[src/rtl/drac_pkg.sv]
package drac_pkg;

  // strap combination {wait_state, rate1, rate0}
  typedef struct packed {
    logic wait_state_strap;
    logic rate_select_strap1;
    logic rate_select_strap0;
  } drac_straps_t;

  // latched access request
  typedef struct packed {
    logic [7:0] row;
    logic [7:0] col;
    logic       cs_n;
    logic       bank;
  } drac_req_t;

  localparam int RATE_W        = 7;
  localparam int RATE_DIV_31   = 31;
  localparam int RATE_DIV_46   = 46;
  localparam int RATE_DIV_61   = 61;
  localparam int RATE_DIV_76   = 76;
  localparam int RATE_DIV_91   = 91;
  localparam int REF_CLKS_SHORT = 3;
  localparam int REF_CLKS_LONG  = 4;
  localparam logic [7:0] REF_ADDR_RST = 8'hff;

  // column address settle time before column strobe
  localparam int CLK_PERIOD_NS   = 25;
  localparam int COL_SETTLE_NS   = 25;
  localparam int COL_SETTLE_CLKS =
    (COL_SETTLE_NS + CLK_PERIOD_NS - 1) / CLK_PERIOD_NS;

  typedef enum logic [2:0] {
    ST_IDLE   = 3'b000,
    ST_ROW    = 3'b001,
    ST_COL    = 3'b010,
    ST_REF    = 3'b011,
    ST_PRECH  = 3'b100
  } drac_state_t;

endpackage : drac_pkg

[src/rtl/drac_rate_gen.sv]
`timescale 1ns/1ps
// refresh rate divider; flags a due refresh for one cycle
module drac_rate_gen #(
  parameter int W = 7
) (
  input  wire logic         ref_clk,
  input  wire logic         rst,
  input  wire logic         clr,
  input  wire logic [W-1:0] ratio,
  output logic              due_ff
);
  logic [W-1:0] cnt_ff;
  logic [W-1:0] nxt_cnt;
  wire          hit = (ratio != '0) && (cnt_ff == ratio - W'(1));

  assign nxt_cnt = (clr || hit) ? '0 : cnt_ff + W'(1);

  // counts on the rising edge only, so the flag is edge aligned
  always_ff @(posedge ref_clk or posedge rst)
  begin
    if (rst)
    begin
      cnt_ff <= '0;
      due_ff <= 1'b0;
    end
    else
    begin
      cnt_ff <= nxt_cnt;
      due_ff <= hit && !clr;
    end
  end
endmodule : drac_rate_gen

[src/rtl/drac_ctrl.sv]
`timescale 1ns/1ps
// Behaviour
// strobe high and no refresh: row inputs pass straight to address outputs
// rate divider divides clock by 31/46/61/76/91 per straps
// rate counter cleared on refresh request and while all straps low
// system drives all straps low at power-up to initialise counters
// eight-bit refresh row counter decremented after every refresh
// address mux picks row, column or refresh value by cycle phase
// arbiter runs access or refresh, defers the loser until done
// refresh clears rate divider, decrements counter; control steers mux
// strobe falling edge captures row, column, chip and bank select
// selected access drives row and asserts the chosen bank row strobe
// master drops column strobe after latch strobe to request column
// column strobe waits until column address has settled
// wait-state strap high pulls ready low every memory cycle
// access during refresh: ready low, finish refresh, then row strobe
// deferred access raises ready when its cycle begins
// refresh due between back-to-back accesses runs between them
// internal refresh request raised only on rising clock edge
// access or refresh decided on following falling clock edge
// grant cycle with wait strap raises ready after mux switch
// grant cycle ends like normal access when master releases strobes
// all straps low: refresh only on external request
// late column strobe times column strobe from clock edge
// grant cycle has exactly one clock of row strobe precharge
// refresh lasts three or four clocks per strap setting
// refresh drives counter on address and row strobes, no column strobe
module drac_ctrl #(
  parameter int RATE_W = drac_pkg::RATE_W
) (
  input  wire logic                 ref_clk,
  input  wire logic                 rst,
  input  wire drac_pkg::drac_straps_t straps,
  input  wire logic                 addr_latch_strobe,
  input  wire logic                 chip_select_n,
  input  wire logic                 bank_select_in,
  input  wire logic                 column_access_strobe_in,
  input  wire logic [7:0]           row_addr_in,
  input  wire logic [7:0]           col_addr_in,
  input  wire logic                 ext_refresh_request_n,
  output logic [7:0]                mem_addr_out,
  output logic                      row_strobe_bank0,
  output logic                      row_strobe_bank1,
  output logic                      col_strobe_n,
  output logic                      ready
);
  // the largest divisor must fit the rate counter
  if (RATE_W < 7)
  begin : g_rate_w_check
    $error("rate counter too narrow for divide by 91");
  end

  drac_pkg::drac_state_t state_ff, nxt_state;
  drac_pkg::drac_req_t   req_ff;
  logic [7:0]  ref_addr_ff;
  logic [2:0]  phase_ff;
  logic        ale_d_ff;
  logic        pend_ff;
  logic        grant_ff;
  logic        ref_due_ff;
  logic        decide_neg_ff;
  logic        ready_ff;
  logic [7:0]  addr_ff;
  logic        row_strobe_bank0_ff, row_strobe_bank1_ff, cas_ff;
  logic        ext_d_ff;

  // strap decode
  wire logic [2:0] strap_code = straps;
  wire logic straps_low = (strap_code == 3'b000);
  wire logic wait_on    = straps.wait_state_strap;
  logic [RATE_W-1:0] ratio;
  logic [2:0]        ref_len;

  // ratio select
  always_comb
  begin
    unique case (strap_code)
      3'b000: ratio = '0;
      3'b001: ratio = RATE_W'(drac_pkg::RATE_DIV_31);
      3'b010: ratio = RATE_W'(drac_pkg::RATE_DIV_46);
      3'b011: ratio = RATE_W'(drac_pkg::RATE_DIV_61);
      3'b100: ratio = RATE_W'(drac_pkg::RATE_DIV_46);
      3'b101: ratio = RATE_W'(drac_pkg::RATE_DIV_61);
      3'b110: ratio = RATE_W'(drac_pkg::RATE_DIV_76);
      3'b111: ratio = RATE_W'(drac_pkg::RATE_DIV_91);
    endcase
  end

  // refresh length per strap
  assign ref_len = (strap_code == 3'b001 || strap_code == 3'b010 ||
                    strap_code == 3'b100)
                   ? 3'(drac_pkg::REF_CLKS_SHORT)
                   : 3'(drac_pkg::REF_CLKS_LONG);

  // latch strobe falling edge sampled on the clock
  wire logic ale_fall = ale_d_ff && !addr_latch_strobe;
  wire logic new_acc  = ale_fall && !chip_select_n;
  wire logic ext_req  = ext_d_ff && !ext_refresh_request_n;
  wire logic rate_due;
  wire logic start_ref = (state_ff == drac_pkg::ST_REF) &&
                         (phase_ff == 3'd0);

  // clear on the first clock of a refresh or while straps low
  drac_rate_gen #(
    .W      (RATE_W)
  ) u_rate (
    .ref_clk(ref_clk),
    .rst    (rst),
    .clr    (start_ref || straps_low),
    .ratio  (ratio),
    .due_ff (rate_due)
  );

  // arbitration decision on the falling edge after a request
  always_ff @(negedge ref_clk or posedge rst)
  begin
    if (rst)
      decide_neg_ff <= 1'b0;
    else
      decide_neg_ff <= ref_due_ff;
  end

  wire logic ref_take = decide_neg_ff && (state_ff == drac_pkg::ST_IDLE);
  wire logic acc_go   = (pend_ff || new_acc) && !ref_take;
  wire logic col_req  = !column_access_strobe_in;
  wire logic ref_done = (state_ff == drac_pkg::ST_REF) &&
                        (phase_ff == ref_len - 3'd1);
  wire logic acc_end  = (state_ff == drac_pkg::ST_COL ||
                         state_ff == drac_pkg::ST_ROW) &&
                        addr_latch_strobe && column_access_strobe_in;

  // cycle sequencing
  always_comb
  begin
    nxt_state = state_ff;
    unique case (state_ff)
      drac_pkg::ST_IDLE:
        if (ref_take)
          nxt_state = drac_pkg::ST_REF;
        else if (acc_go)
          nxt_state = drac_pkg::ST_ROW;
      drac_pkg::ST_ROW:
        if (acc_end)
          nxt_state = drac_pkg::ST_IDLE;
        else if (col_req)
          nxt_state = drac_pkg::ST_COL;
      // master release ends the access
      drac_pkg::ST_COL:
        if (acc_end)
          nxt_state = drac_pkg::ST_IDLE;
      drac_pkg::ST_REF:
        if (ref_done)
          nxt_state = (pend_ff || new_acc) ? drac_pkg::ST_PRECH
                                           : drac_pkg::ST_IDLE;
      // one clock of precharge then row strobe
      drac_pkg::ST_PRECH:
        nxt_state = drac_pkg::ST_ROW;
      default:
        nxt_state = drac_pkg::ST_IDLE;
    endcase
  end

  // refresh request held from rising edge until taken
  // external request is the only source when straps are low
  wire logic nxt_due = (rate_due || ext_req) ? 1'b1 :
                       (start_ref ? 1'b0 : ref_due_ff);

  // request capture and bookkeeping
  always_ff @(posedge ref_clk or posedge rst)
  begin
    if (rst)
    begin
      state_ff   <= drac_pkg::ST_IDLE;
      req_ff     <= '0;
      ale_d_ff   <= 1'b0;
      ext_d_ff   <= 1'b1;
      pend_ff    <= 1'b0;
      grant_ff   <= 1'b0;
      ref_due_ff <= 1'b0;
      phase_ff   <= 3'd0;
    end
    else
    begin
      state_ff   <= nxt_state;
      ale_d_ff   <= addr_latch_strobe;
      ext_d_ff   <= ext_refresh_request_n;
      ref_due_ff <= nxt_due;
      phase_ff   <= (nxt_state == state_ff) ? phase_ff + 3'd1 : 3'd0;
      // capture on strobe fall
      if (ale_fall)
        req_ff <= {row_addr_in, col_addr_in, chip_select_n,
                   bank_select_in};
      // access held off waits here
      if (new_acc && (ref_take || state_ff != drac_pkg::ST_IDLE))
        pend_ff <= 1'b1;
      else if (nxt_state == drac_pkg::ST_ROW)
        pend_ff <= 1'b0;
      if (state_ff == drac_pkg::ST_PRECH)
        grant_ff <= 1'b1;
      else if (nxt_state == drac_pkg::ST_IDLE)
        grant_ff <= 1'b0;
    end
  end

  // refresh row counter steps down after each refresh
  always_ff @(posedge ref_clk or posedge rst)
  begin
    if (rst)
      ref_addr_ff <= drac_pkg::REF_ADDR_RST;
    else if (ref_done)
      ref_addr_ff <= ref_addr_ff - 8'h01;
  end

  // address mux, transparent while latch strobe is high
  wire logic in_ref = (state_ff == drac_pkg::ST_REF);
  // column address goes out one clock ahead of the column strobe
  wire logic col_sel = (state_ff == drac_pkg::ST_COL) ||
                       (nxt_state == drac_pkg::ST_COL && !addr_latch_strobe);
  // the capturing edge still finds the row on the inputs, not in req_ff
  wire logic row_pass = (addr_latch_strobe || ale_fall) && !pend_ff;
  wire logic [7:0] nxt_addr =
    in_ref   ? ref_addr_ff :
    col_sel  ? req_ff.col :
    row_pass ? row_addr_in :
    req_ff.row;

  // column strobe only after address has had a clock to settle
  // also covers the late column request: timed by the clock
  wire logic col_settled = (state_ff == drac_pkg::ST_COL) &&
    (phase_ff >= 3'(drac_pkg::COL_SETTLE_CLKS - 1));

  // row strobe per bank, both banks on refresh
  wire logic row_act = (nxt_state == drac_pkg::ST_ROW) ||
                       (state_ff == drac_pkg::ST_COL && !acc_end) ||
                       (state_ff == drac_pkg::ST_ROW && !acc_end);
  wire logic bank1 = (state_ff == drac_pkg::ST_IDLE && new_acc)
                     ? bank_select_in : req_ff.bank;
  wire logic nxt_row_strobe_bank0 = !((in_ref && !ref_done) || (row_act && !bank1));
  wire logic nxt_row_strobe_bank1 = !((in_ref && !ref_done) || (row_act && bank1));

  // ready timing
  wire logic held   = new_acc &&
                      (ref_take || state_ff != drac_pkg::ST_IDLE);
  wire logic wait_n = wait_on && new_acc && !held;
  wire logic nxt_ready =
    (held || wait_n)                         ? 1'b0 :
    (pend_ff && nxt_state == drac_pkg::ST_ROW && !wait_on) ? 1'b1 :
    (state_ff == drac_pkg::ST_COL && (grant_ff || wait_on)) ? 1'b1 :
    (state_ff == drac_pkg::ST_IDLE && !pend_ff) ? 1'b1 :
    ready_ff;

  // outputs registered
  always_ff @(posedge ref_clk or posedge rst)
  begin
    if (rst)
    begin
      addr_ff  <= 8'h00;
      row_strobe_bank0_ff  <= 1'b1;
      row_strobe_bank1_ff  <= 1'b1;
      cas_ff   <= 1'b1;
      ready_ff <= 1'b1;
    end
    else
    begin
      addr_ff  <= nxt_addr;
      row_strobe_bank0_ff  <= nxt_row_strobe_bank0;
      row_strobe_bank1_ff  <= nxt_row_strobe_bank1;
      cas_ff   <= !(col_settled && !acc_end);
      ready_ff <= nxt_ready;
    end
  end

  assign mem_addr_out     = addr_ff;
  assign row_strobe_bank0 = row_strobe_bank0_ff;
  assign row_strobe_bank1 = row_strobe_bank1_ff;
  assign col_strobe_n     = cas_ff;
  assign ready            = ready_ff;

  // counter moves by exactly one per refresh
  property p_ref_dec;
    @(posedge ref_clk) disable iff (rst)
      ref_done |=> ref_addr_ff == $past(ref_addr_ff) - 8'h01;
  endproperty
  a_ref_dec: assert property (p_ref_dec)
    else $error("refresh counter did not step down");

  // no column strobe during refresh
  property p_ref_nocas;
    @(posedge ref_clk) disable iff (rst)
      in_ref |=> col_strobe_n;
  endproperty
  a_ref_nocas: assert property (p_ref_nocas)
    else $error("column strobe during refresh");

  // refresh length bounded by four clocks
  property p_ref_len;
    @(posedge ref_clk) disable iff (rst)
      $rose(in_ref) |-> ##[3:4] !in_ref;
  endproperty
  a_ref_len: assert property (p_ref_len)
    else $error("refresh length wrong");

  // precharge lasts one clock
  property p_prech;
    @(posedge ref_clk) disable iff (rst)
      state_ff == drac_pkg::ST_PRECH |=> state_ff == drac_pkg::ST_ROW;
  endproperty
  a_prech: assert property (p_prech)
    else $error("precharge not one clock");

  // held access drops ready
  property p_held_rdy;
    @(posedge ref_clk) disable iff (rst)
      held |=> !ready;
  endproperty
  a_held_rdy: assert property (p_held_rdy)
    else $error("ready not low on held access");

  // transparent row path
  property p_transp;
    @(posedge ref_clk) disable iff (rst)
      addr_latch_strobe && !in_ref && !pend_ff &&
      state_ff != drac_pkg::ST_COL |=> mem_addr_out == $past(row_addr_in);
  endproperty
  a_transp: assert property (p_transp)
    else $error("row address not passed through");

  // straps low keep rate divider quiet
  property p_ext_only;
    @(posedge ref_clk) disable iff (rst)
      straps_low [*2] |-> !rate_due;
  endproperty
  a_ext_only: assert property (p_ext_only)
    else $error("internal refresh with straps low");

  // access picks captured bank
  property p_bank;
    @(posedge ref_clk) disable iff (rst)
      state_ff == drac_pkg::ST_COL && !acc_end |=>
        (req_ff.bank ? !row_strobe_bank1 : !row_strobe_bank0);
  endproperty
  a_bank: assert property (p_bank)
    else $error("wrong bank row strobe");

  // row strobe goes out together with the captured row address
  property p_row_addr;
    @(posedge ref_clk) disable iff (rst)
      state_ff == drac_pkg::ST_ROW |-> mem_addr_out == req_ff.row;
  endproperty
  a_row_addr: assert property (p_row_addr)
    else $error("row address not on outputs during row phase");

  // column strobe falls only onto an address that already stood
  property p_col_settle;
    @(posedge ref_clk) disable iff (rst)
      $fell(col_strobe_n) |->
        mem_addr_out == req_ff.col && $past(mem_addr_out) == req_ff.col;
  endproperty
  a_col_settle: assert property (p_col_settle)
    else $error("column strobe before column address settled");

endmodule : drac_ctrl

[config.mk]
export PLATFORM = sky130hd
export DESIGN_NAME = drac_ctrl
export DESIGN_NICKNAME = d
export VERILOG_FILES = /design/src/rtl/drac_pkg.sv /design/src/rtl/drac_rate_gen.sv /design/src/rtl/drac_ctrl.sv
export SDC_FILE = /design/constraint.sdc
export NUM_CORES = 1
export LEC_CHECK = 0
export ABC_AREA = 1
export BUFFER_PORTS_ARGS = -buffer_cell sky130_fd_sc_hd__clkbuf_2
export CORE_ASPECT_RATIO = 0.7
export CORE_MARGIN = 10
export CORE_UTILIZATION = 50
export CTS_CLUSTER_SIZE = 30
export DETAILED_ROUTE_END_ITERATION = 8
export PLACE_DENSITY = 0.7
export SLEW_MARGIN = 20
export SYNTH_ARGS = -nofsm -noshare
export SYNTH_HDL_FRONTEND = slang
export SYNTH_SLANG_ARGS = --single-unit
[constraint.sdc]
create_clock -name ref_clk -period 3.45 [get_ports ref_clk]
set_input_delay 0.5175 -clock ref_clk [delete_from_list [all_inputs] [get_ports ref_clk]]
set_output_delay 0.5175 -clock ref_clk [all_outputs]
set_load 0.02 [all_outputs]
==> out/qor.yml <==
critPathCaptureType: "register"
synthesis.area_um2: 3160
relSlewSlack_pct: 42.2
vias: 2484
antenna_found_initial: 0
cts_buffer_depth: 2
leakage_uw: 0.00182
grt.total_usage_pct: 13.9
crit_start: "decide_neg_ff$_DFF_NP0_"
antenna_cells: 0
start_util_pct: 51.1
switching_share_pct: 40.6
htree_levels: 3
synth_top_family_by_area: "simple AND/OR/NAND/NOR gates"
start_kind: "register"
status: "finished, final reports clean"
placed_area_um2: 3410
yosys.area_share.adder_pct: 4.75
ys_types: 32
finalClockSkew_ns: 0.0120
yosysTopAreaCell: "dfrtp_1"
hp-start: "ext_refresh_request_n"
cp_slowest_stage_delay_ns: 0.34
drt-total-wl_um: 6590
post-route-drc-count: 0
clock_sinks: 57
cp.required_ns: 3.67
yosysTopAreaCellShare_pct: 34.1
portBuffers: 37
power_density_nw_per_um2: 761
num_rows: 24
tns_ns: 0
p_clk_share_pct: 22.2
comb_power_share_pct: 40.7
grt_pass1_vias: 2361
synth_compound_area_share_pct: 10.1
ys_seq_area_share_pct: 45.7
io_pins: 38
hold_viol: 0
netlist_instances: 383
syn_nets: 421
cts_hold_buf: 0
cp_cell_sequence: "inv_1 -> nand3_1 -> nand2_1 -> inv_1 -> nor2_2 -> nand2_2 -> nand2_1 -> nand2_1 -> nand2_2 -> nor2_1"
worstSkewPairLatency_ns: 0.33
hpwlAfterDp_um: 5000
path_clk_slew_ns: 0.06
firstDrtPassIters: 4
setup_viol: 0
maxCapViolations: 0
grt_setup_unrepaired: "no"
cts_setup_buffers: 0
drtIter0Drc: 175
p_int_uw: 1630
core_region_area_um2: 6190
synth_flop_cell: "dfrtp_1"
cts_tree: "built"
grt_overflow: 0
path_class: "register to register"
ys_warn_count: 0
synthXorXnorAreaFrac_pct: 4.71
crit_arrival_ns: 3.14
fin_area_um2: 3610
vias_per_cell: 4.88
synth_mux_area_share_pct: 2.85
async_flop_share_pct: 100
syn_avg_cell_area_um2: 8.25
reg2reg_from: "decide_neg_ff$_DFF_NP0_"
min_path_type: "primary input to register"
fp.dieH_um: 86.5
numCtsBuffers: 9
cp_max_fo: 3
synth_seq_cells: 57
dieArea_um2: 9950
seq_power_share_pct: 37.0
tightest_slew_ns: 0.866
switchingPower_uw: 1110
nets: 464
vdd_ir_drop_max_mv: 0.267
ctsResizeCount: 0
slowest_stage: "dfrtn_1"
antenna_left: 0
wl_per_cell_um: 12.9
grt_pass1_wl_um: 11200
mostFrequentLayoutCell: "nand2_1"
syn2layout_area_growth_pct: 14.2
synth_simple_gate_area_share_pct: 24.0
cts_root_buffer: "clkbuf_8"
die_w_um: 115
layout_common_cells: "nand2_1, inv_1, nor2_1, dfrtp_1, clkbuf_2"
drv_slew: 0
cpMostUsedCell: "nand2_1"
synth-edff-count: 0
place_congestion: 0.858
synth_area_leaders: "dfrtp_1, dfstp_2, nand2_1, inv_1, o21ai_0"
grt_max_degree: 57
rrSetupSlack_ns: 0.52
drive_above_1_share_pct: 23.7
routing by layer:
| layer | part of all wire (%) | routed length (µm) | GRT usage, % | up-vias |
|---|---|---|---|---|
| li1 | - | - | - | 1305 |
| met1 | 49 | 3230 | 19.6 | 1118 |
| met2 | 43 | 2860 | 19.6 | 49 |
| met3 | 6.2 | 411 | 4.69 | 12 |
| met4 | 1.3 | 87 | 4.37 | 0 |
| met5 | 0 | 0 | 0 | - |
registers in the layout, summed over array words and instances (netlist names), 3 cells and up:
name and cells:
req_ff 17, phase_ff 3, u_rate.cnt_ff 7, mem_addr_out 8, state_ff 3, ref_addr_ff 8
power groups by stage:
stage / Sequential, µW / Clock (µW) / Combinational [µW]
3_3_place_gp: 1030 / 0 / 1100
3_5_place_dp: 1030 / 0 / 1120
6_report: 1020 / 610 / 1120
2_1_floorplan: 1100 / 0 / 779
5_1_grt: 1040 / 653 / 1280
4_1_cts: 1020 / 623 / 1130
final cells by class:
| type | count | area [µm²] |
|---|---|---|
| Fill cell | 568 | 2580 |
| Multi-Input combinational cell | 266 | 1470 |
| Sequential cell | 57 | 1440 |
| Inverter | 54 | 209 |
| Timing Repair Buffer | 38 | 193 |
| Clock buffer | 10 | 138 |
| Tap cell | 78 | 97.6 |
| Clock inverter | 6 | 57.6 |
kinds of logic (layout without fill, tap and decap cells):
family	count (synthesis)	in the layout
AO/OA/AOI/OAI	61	61
XOR/XNOR	17	17
adder cells (fa/ha/maj)	12	12
buffers and inverters	60	108
flip-flops	57	57
multiplexers	8	8
AND/OR/NAND/NOR	168	168
final timing paths:
check / cells past startpoint / endpoint
worst max-delay path: 10 / phase_ff[0]$_DFF_PP0_
worst min-delay path: 1 / ext_d_ff$_DFF_PP1_
worst max register to register: 10 / phase_ff[0]$_DFF_PP0_
worst min register to register: 2 / ref_due_ff$_DFFE_PP0P_
max in group asynchronous: 2 / decide_neg_ff$_DFF_NP0_
min in group asynchronous: 3 / u_rate.cnt_ff[2]$_DFF_PP0_
critical path: cells and delay by family, from the launching register on:
family,cells,cell delay (ns)
and+or+nand+nor,8,0.61
DFF,1,0.34
buffers and inverters,2,0.14
through the flow:
stage	total power [µW]	setup WS, ns	hold WS [ns]	util (%)	instances
3_3_place_gp	2120	0.585	0.420	55.1	493
3_5_place_dp	2150	0.527	0.422	55.1	493
2_1_floorplan	1880	0.654	0.414	-	383
6_report	2740	0.525	0.280	58.3	509
4_1_cts	2770	0.522	0.269	58.3	509
5_1_grt	2970	0.394	0.279	58.3	509
synthesized netlist by cell type, types with 2 or more instances:
cell     count
dfstp_2     13
nor2_4       3
inv_1       49
nor2_2       3
xnor2_1      7
ha_1        12
nor2_1      44
nand3_1     23
nand2_2      8
inv_2        4
o21ai_1      3
mux2_2       8
o21ai_2      2
buf_2        3
xor2_1      10
nand2_1     77
dfrtp_1     43
a21oi_1     20
o21ai_0     35
buf_6        2
nand4_1      3
Note: power is estimated with default switching activity, not from simulation.
